## src/shared/dlasi_consts.svh

```systemverilog
// Constants for the dual line alarm status and interrupt block
`ifndef DLASI_CONSTS_SVH
`define DLASI_CONSTS_SVH
`define DLASI_CH1_ADDR   8'h10
`define DLASI_CH2_ADDR   8'h11
`define DLASI_PAR_CH1    4'h0
`define DLASI_PAR_CH2    4'h1
`define DLASI_BIT_LIVE_ABS 7
`define DLASI_BIT_LAT_ABS  6
`define DLASI_BIT_LIVE_ALM 5
`define DLASI_BIT_LAT_ALM  4
`define DLASI_BIT_LAT_CV   3
`define DLASI_BIT_LAT_OVF  2
`define DLASI_BIT_LAT_AUX  1
`define DLASI_BIT_CHG      0
`define DLASI_CH1_LAT_RST  8'h43
`define DLASI_CH2_LAT_RST  8'h41
`define DLASI_LIVE_ABS_RST 1'h1
`define DLASI_LIVE_ALM_RST 1'h0
`define DLASI_RD_RST       8'h00
`define DLASI_IRQ_RST      1'h1
`endif

```

## src/shared/dlasi_pkg.sv

```systemverilog
// Types for the dual line alarm status and interrupt block
`default_nettype none
package dlasi_pkg;
	// Condition inputs of one channel
	typedef struct packed {
		logic absent;
		logic alarm;
		logic violation;
		logic overflow;
		logic aux_event;
		logic decoder_en;
		logic sleep;
	} dlasi_chan_s;
	typedef logic [7:0] dlasi_byte_t;
endpackage
`default_nettype wire

```

## src/hdl/dlasi_top.sv

```systemverilog
// Status registers and interrupt output of the dual line interface
`timescale 1ns/1ps
`default_nettype none
`include "dlasi_consts.svh"

module dlasi_top (
	input  wire logic                        clk_i,
	input  wire logic                        rstn_i,
	input  wire dlasi_pkg::dlasi_chan_s [1:0] chan_i,
	input  wire logic [1:0][7:0]             mask_i,
	input  wire logic                        bus_style_select_i,
	input  wire logic                        irq_level_select_i,
	input  wire logic                        parallel_mode_i,
	input  wire logic [3:0]                  board_slot_addr_i,
	input  wire logic [7:0]                  addr_i,
	input  wire logic                        rd_i,
	output logic [7:0]                       rd_data_o,
	output logic                             irq_o
);
	import dlasi_pkg::*;

	// Address decode for one channel, serial or parallel form
	function automatic logic chan_hit(input logic par, input logic [3:0] slot,
			input logic [7:0] a, input logic [7:0] ser, input logic [3:0] low);
		chan_hit = par ? (a[7:4] == slot && a[3:0] == low) : (a == ser);
	endfunction

	logic [1:0]            rd_hit_w;
	logic [1:0]            pend_w;
	logic [1:0][7:0]       stat_w;
	logic [1:0][7:0]       set_w;
	logic [1:0][7:0]       meff_w;
	logic [1:0][7:0]       hold_w;
	logic [1:0][7:0]       lat_q;
	logic [1:0][7:0]       lat_d;
	logic [1:0]            abs_q;
	logic [1:0]            alm_q;
	logic [1:0]            change_w;
	logic                  act_w;
	logic                  irq_d;
	dlasi_byte_t           rd_data_q;
	dlasi_byte_t           rd_data_d;
	logic                  irq_q;

	// Read strobes; status has no write path at all
	// read only registers
	assign rd_hit_w[0] = rd_i & chan_hit(parallel_mode_i, board_slot_addr_i, addr_i,
		`DLASI_CH1_ADDR, `DLASI_PAR_CH1);
	assign rd_hit_w[1] = rd_i & chan_hit(parallel_mode_i, board_slot_addr_i, addr_i,
		`DLASI_CH2_ADDR, `DLASI_PAR_CH2);

	// Per channel event detection and latching
	for (genvar g = 0; g < 2; g++) begin : g_chan
		localparam logic [7:0] LAT_RST = (g == 0) ? `DLASI_CH1_LAT_RST : `DLASI_CH2_LAT_RST;
		logic rise_abs;
		logic fall_abs;
		logic rise_alm;
		logic fall_alm;
		logic set0;
		logic keep0;

		// Channel one bit 1 is never masked; channel two takes its mask unchanged
		// unmaskable reset bit
		assign meff_w[g] = (g == 0) ? (mask_i[g] & 8'hFD) : mask_i[g];

		// Change bit survives its mask while the reset event is latched
		// reset event interrupts
		assign keep0 = (g == 0) & (lat_q[g][`DLASI_BIT_LAT_AUX]
			| set_w[g][`DLASI_BIT_LAT_AUX]);
		assign hold_w[g] = meff_w[g] & ~{7'h00, keep0};

		assign rise_abs = chan_i[g].absent & ~abs_q[g];
		assign fall_abs = ~chan_i[g].absent & abs_q[g];
		assign rise_alm = chan_i[g].alarm & ~alm_q[g];
		assign fall_alm = ~chan_i[g].alarm & alm_q[g];

		// Latch set terms, each gated by its mask bit
		// absence start latch
		assign set_w[g][`DLASI_BIT_LAT_ABS] = rise_abs & ~meff_w[g][`DLASI_BIT_LAT_ABS];
		assign set_w[g][`DLASI_BIT_LAT_ALM] = rise_alm & ~meff_w[g][`DLASI_BIT_LAT_ALM];
		assign set_w[g][`DLASI_BIT_LAT_CV] = chan_i[g].violation & chan_i[g].decoder_en
			& ~meff_w[g][`DLASI_BIT_LAT_CV];
		assign set_w[g][`DLASI_BIT_LAT_OVF] = chan_i[g].overflow
			& ~meff_w[g][`DLASI_BIT_LAT_OVF];
		assign set_w[g][`DLASI_BIT_LAT_AUX] = chan_i[g].aux_event
			& ~meff_w[g][`DLASI_BIT_LAT_AUX];
		assign set_w[g][`DLASI_BIT_LIVE_ABS] = 1'b0;
		assign set_w[g][`DLASI_BIT_LIVE_ALM] = 1'b0;

		// Changes that count: live bits only on condition end
		// live absence end only
		assign change_w[g] = (fall_abs & ~meff_w[g][`DLASI_BIT_LIVE_ABS])
			| (fall_alm & ~meff_w[g][`DLASI_BIT_LIVE_ALM])
			| (|set_w[g][7:1]);

		// Channel one's reset event bypasses the change mask so it interrupts unless sleep is held
		// change record bit
		assign set0 = (change_w[g] & ~meff_w[g][`DLASI_BIT_CHG])
			| ((g == 0) & set_w[g][`DLASI_BIT_LAT_AUX]);
		assign set_w[g][`DLASI_BIT_CHG] = set0;

		// Set wins over the read clear; mask holds the bit at zero
		// set beats clear
		assign lat_d[g] = chan_i[g].sleep ? (LAT_RST & ~meff_w[g])
			: (((lat_q[g] & {8{~rd_hit_w[g]}}) | set_w[g]) & ~hold_w[g]);

		// Visible status byte
		// live absence bit
		assign stat_w[g] = {abs_q[g], lat_q[g][6], alm_q[g], lat_q[g][4:0]} & ~hold_w[g];
		assign pend_w[g] = lat_q[g][`DLASI_BIT_CHG];

		// Status state; live copies also feed the edge detectors
		// reset values
		always_ff @(posedge clk_i) begin
			if (!rstn_i) begin
				lat_q[g] <= LAT_RST;
				abs_q[g] <= `DLASI_LIVE_ABS_RST;
				alm_q[g] <= `DLASI_LIVE_ALM_RST;
			end else begin
				lat_q[g] <= lat_d[g];
				abs_q[g] <= chan_i[g].absent;
				alm_q[g] <= chan_i[g].alarm;
			end
		end

	end

	// Active level of the interrupt pin
	// level from select input
	assign act_w = bus_style_select_i ? 1'b0 : irq_level_select_i;

	// Interrupt stays active until both change bits are read away
	// unmasked change interrupts
	assign irq_d = (|pend_w) ? act_w : ~act_w;

	// Read data mux; a miss keeps the last byte
	assign rd_data_d = rd_hit_w[0] ? stat_w[0] : (rd_hit_w[1] ? stat_w[1] : rd_data_q);

	// Output flops
	always_ff @(posedge clk_i) begin
		if (!rstn_i) begin
			rd_data_q <= `DLASI_RD_RST;
			irq_q     <= `DLASI_IRQ_RST;
		end else begin
			rd_data_q <= rd_data_d;
			irq_q     <= irq_d;
		end
	end

	assign rd_data_o = rd_data_q;
	assign irq_o     = irq_q;
endmodule
`default_nettype wire

```

## config.mk

```make
export PLATFORM = sky130hd
export DESIGN_NAME = dlasi_top
export DESIGN_NICKNAME = d
export VERILOG_FILES = /design/src/shared/dlasi_pkg.sv /design/src/hdl/dlasi_top.sv
export VERILOG_INCLUDE_DIRS = /design/src /design/src/shared
export SDC_FILE = /design/constraint.sdc
export NUM_CORES = 1
export LEC_CHECK = 0
export BUFFER_PORTS_ARGS = -buffer_cell sky130_fd_sc_hd__buf_2
export CAP_MARGIN = 20
export CORE_ASPECT_RATIO = 0.5
export CORE_MARGIN = 3
export CORE_UTILIZATION = 45
export CTS_BUF_LIST = sky130_fd_sc_hd__clkbuf_4
export CTS_CLUSTER_DIAMETER = 30
export DETAILED_ROUTE_END_ITERATION = 6
export PLACE_DENSITY = 0.76
export SYNTH_ARGS = -nofsm -noshare
export SYNTH_HDL_FRONTEND = slang
export SYNTH_SLANG_ARGS = --single-unit
```

## constraint.sdc

```tcl
create_clock -name clk_i -period 4.2 [get_ports clk_i]
set_input_delay 0.42 -clock clk_i [delete_from_list [all_inputs] [get_ports clk_i]]
set_output_delay 0.42 -clock clk_i [all_outputs]
set_load 0.005 [all_outputs]
```

; ---- After elaboration in Yosys (flattened, before gate mapping)
; Cells that the tools add are included.
[op_classes]
n_shift = 0
reduce_logical = 9
n_eq_ne = 4
n_mux = 8
n_mul = 0
order_cmp = 0
add_sub_neg = 0
n_bitwise = 73
div_mod_pow = 0
[op_table]
columns = operator, count
row1 = $and A8 B8 Y8, 7
row2 = $and A1 B1 Y1, 27
row3 = $not A1 Y1, 27
row4 = $eq A8 B5 Y1 const B, 2
row5 = $mux W8, 2
row6 = $not A8 Y8, 2
row7 = $or A8 B7 Y8, 2
row8 = $mux W7, 2
row9 = $reduce_or A5 Y1, 2
row10 = $not A1 Y8, 1
row11 = $not A7 Y7, 1
row12 = $or A1 B1 Y1, 6
row13 = $reduce_or A2 Y1, 3
row14 = $eq A4 B1 Y1 const B, 1
row15 = $eq A4 B4 Y1, 1
row16 = $logic_not A4 Y1, 1
row17 = $mux W1, 4
row18 = $logic_and A1 B1 Y1, 2
row19 = $reduce_bool A2 Y1, 1
[word_totals]
mem_count = 0
input_bits = 48
output_inout_bits = 9
latch_bits = 0
ram_bits = 0
reg_bits = 29
mem_bits_ro = 0

; ---- Depth between registers and ports, before layout
[depth]
word_depth = 10
depth_mapped = 6
ltp_nobuf = 4

; ---- Worst setup path after synthesis
; OpenSTA, ideal clock, no wires.
[synth_timing]
path_type = input to register
start = input port addr_i[3]
end = register lat_q[11] (netlist name)
required_time_ns = 4.065
setup_ns = 0.135
stages = 5
setup_slack_ns = 2.541
t_arrival_ns = 1.524
path_cell_list = or4b_4 -> nor3b_4 -> a21o_2 -> buf_6 -> a31oi_1
[synth_between]
elab_chain_cells = 8
elab_cells_between_ends = 9
cone_classes = eq/ne: 2 / mux: 1 / bitwise: 5 / reduce/logical: 1
[synth_lines]
columns = item, line_no
row1 = "start, declared", dlasi_top.sv:15  ; input wire logic [7:0] addr_i,
row2 = $eq A4 B1 Y1, dlasi_top.sv:25  ; chan_hit = par ? (a[7:4] == slot && a[3:0] == low) : (a == ser);
row3 = $logic_and A1 B1 Y1, dlasi_top.sv:25
row4 = $mux W1 *, dlasi_top.sv:25
row5 = $and A1 B1 Y1 *, dlasi_top.sv:49  ; assign rd_hit_w[1] = rd_i & chan_hit(parallel_mode_i, board_slot_addr_i, addr_i,
row6 = $not A1 Y1 *, dlasi_top.sv:105  ; : (((lat_q[g] & {8{~rd_hit_w[g]}}) | set_w[g]) & ~hold_w[g]);
row7 = $and A8 B8 Y8 *, dlasi_top.sv:105
row8 = $or A8 B7 Y8 *, dlasi_top.sv:105
row9 = $and A8 B8 Y8 *, dlasi_top.sv:105
row10 = "end signal, assigned by index", dlasi_top.sv:120  ; lat_q[g] <= lat_d[g];
row11 = "end, declared", dlasi_top.sv:34  ; logic [1:0][7:0] lat_q;
; Mark *: on every way between the ends. The rest lies on a longest branch, timed or not.
; A chain may end at the register's enable or synchronous reset.

; ---- Final worst setup path
; Ends and elaborated chain as after synthesis.

==> run_results.csv <==
group,metric,value,unit
synthesis,synth_nets,217,
route,highest_layer,"met4",
synthesis,synth_cell_types,39,
hold_path,hold_depth,2,
sta,min_period,1.56,ns
clocking,cts.path.max_buffers,2,
sta,fin_skew,0.00149,ns
clocking,ctsResizeCount,0,
setup_path,cp_cell_sequence,"buf_2 > or4b_4 > nor3b_4 > a21o_2 > a31oi_1",
setup_path,cp.depth,5,
route,route.met3.wl,229,µm
die,fp.dieH,45.2,µm
setup_path,crit_path_max_fanout,11,
clocking,cts_made_buffers,3,
synthesis,ys.flop_type,"dfxtp_1",
die,dieArea,3810,µm²
synthesis,ys_seq_area_share,36.2,%
die,std_cell_rows,13,
finish,seq_area,500,µm²
sta,fin_tns_setup,0,ns
power_and_ir_drop,p_leak,0.000796,µW
placed_design,dp_hpwl,2.81,mm
finish,fin_cells,258,
route,vias,1372,
status,outcome,"finished, final reports clean",
synthesis,synth-edff-count,0,
synthesis,syn_avg_cell_area,8.17,µm²
placed_design,place_congestion,0.855,
placed_design,dp.cells,254,
synthesis,syn_inst,169,
hold_path,min_path_type,"input port to register",
power_and_ir_drop,peakVddDrop,0.120,mV
clocking,path_clk_slew,0.14,ns
route,ant_nets,0,
sta,tightest_slew,0.540,ns
sta,max_freq,641,MHz
finish,fin_util,61.8,%
setup_path,slowest_stage,"or4b_4",
clocking,cts_tree,"done",
die,start_util,50.3,%
grt,gr-total-overflow,0,
job,maxCapViolCount,0,
route,wire_per_inst,13.7,µm
grt,grt_pass1_vias,1283,
grt,grt_pass1_wl,5.81,mm
synthesis,ys_seq_elements,25,
finish,fillers,279,
route,dr_wl_met2,1.57,mm
clocking,clock_latency,0.32,ns
sta,min_period_over_period,37.1,%
setup_path,endpoint_kind,"register",
setup_path,cp.required,4.40,ns
clocking,root_buffer,"clkbuf_4",
synthesis,synth_area_leaders,"dfxtp_1, mux2i_1, nand2_1, o21ai_0, a21oi_1",
clocking,clkSinkCount,25,
setup_path,cp.arrival,1.76,ns
sta,setup_violations,0,
sta,relSlewSlack,63.5,%
placed_design,port_buffers,55,
clocking,cts_hold_buf,0,
route,drtIter0Drc,94,
route,viasPerCell,5.32,
route,wl_met1,1.68,mm
route,drt-total-wl,3.53,mm
synthesis,syn_area,1380,µm²
synthesis,synth-warning-count,0,
clocking,cts_setup_buffers,0,
sta,rsz0062_at_grt,"no",
power_and_ir_drop,power_density,262,nW/µm²
die,num_io_pins,57,
finish,layout-drive-gt1-share,29.4,%
finish,multiInputGateArea,806,µm²
synthesis,yosysTopAreaCell,"dfxtp_1",
setup_path,path_class,"input port to register",
grt,grt_max_degree,28,
finish,diodes,0,
setup_path,startpoint_type,"input port",
sta,maxSlewViolCount,0,
power_and_ir_drop,finalPower,445,µW
die,fp.dieW,84.4,µm
setup_path,path_delay_family,"simple AND/OR/NAND/NOR gates",
grt,track_usage,19.5,%
finish,fin_nets,270,
synthesis,yosys.area.top_type_share,36.2,%
route,drc_errors,0,
route,drtPass1Iterations,4,
setup_path,reg2regPathDepth,3,
setup_path,max_stage_delay,0.56,ns
die,core_area,2750,µm²
synthesis,async_reset_ff_share,0,%
sta,finalHoldViolCount,0,
setup_path,critical_path_buf_inv_count,1,
clocking,htree_levels,1,
finish,syn_to_final_growth,23.0,%
grt,antenna_found_initial,0,
## per-stage QoR
step / worst slack, ns / hold slack (ns) / area, µm²
after floorplan: 2.54 / 0.454 / 1380
after global placement: 2.31 / 0.444 / 1670
after detailed placement: 2.29 / 0.456 / 1670
after CTS: 2.66 / 0.261 / 1700
after global routing: 2.57 / 0.252 / 1700
final: 2.64 / 0.270 / 1700
## layer usage
layer  up-vias  GRT usage, %
met1       608          26.6
met2        48          30.3
met3         6          5.46
met4         0          6.31
met5         -             0
li1        710             -
## placed cells by master (no fill, tap or decap), types with 3 or more instances in the layout
master | netlist | layout
o21ai_0 | 10 | 10
a31oi_1 | 3 | 3
nor4b_1 | 3 | 3
inv_1 | 11 | 11
a21oi_1 | 9 | 9
nand2b_1 | 7 | 7
clkbuf_4 | 0 | 4
buf_2 | 0 | 55
nand2_1 | 21 | 21
nand3b_1 | 3 | 3
mux2i_1 | 8 | 8
nor2_1 | 12 | 12
a211oi_1 | 4 | 4
dfxtp_1 | 25 | 25
nor2b_1 | 6 | 6
xnor2_1 | 5 | 5
nor3b_1 | 4 | 4
## registers in the layout, indices dropped and copies added, names as in the netlist
signal and count:
alm_q 2, lat_q 12, abs_q 2, rd_data_o 8, irq_o 1
## synth_stat cells, types with 2 or more instances
cell type	number
a211oi_1	4
a21oi_1	9
a31oi_1	3
a32o_1	2
a32oi_1	2
and2_1	2
clkbuf_1	6
dfxtp_1	25
inv_1	11
mux2i_1	8
nand2_1	21
nand2b_1	7
nand3b_1	3
nor2_1	12
nor2b_1	6
nor3_1	2
nor3b_1	4
nor4b_1	3
o211ai_1	2
o21ai_0	10
o221ai_1	2
o22ai_1	2
o311ai_0	2
or3_1	2
xnor2_1	5
## cells by family after synthesis
logic type,count (synthesis),share of synthesized area [%]
and+or+nand+nor,71,29.3
AOI/OAI and AO/OA,42,20.1
DFF,25,36.2
buffers and inverters,18,5.43
muxes,8,5.80
xor gates and xnor gates,5,3.17
## path summary, 6_finish.rpt
path	startpoint	end	slack (ns)
min reg2reg	rd_data_o[7]	rd_data_o[7]	0.47
max	addr_i[3]	lat_q[11]	2.64
min	mask_i[8]	lat_q[8]	0.27
max reg2reg	lat_q[0]	lat_q[0]	3.06
## cell type report
cell class / count / area share, %
inverters: 11 / 2.43
clock buffers: 4 / 1.77
repair buffers: 55 / 16.2
well taps: 37 / 2.72
multi-input cells: 126 / 47.4
flip-flops and latches: 25 / 29.5
## power breakdown
part           internal [µW]  switching [µW]
registers                245            3.39
logic                   37.2            41.8
clock network           43.7            74.1
total                    325             119
## worst reg2reg max path, delay by kind of cell, from the launching register on
family | cells | cell delay, ns
buffers and inverters | 1 | 0.05
AOI/OAI and AO/OA | 1 | 0.16
and+or+nand+nor | 1 | 0.51
DFF | 1 | 0.35
(Power assumes the default switching activity.)
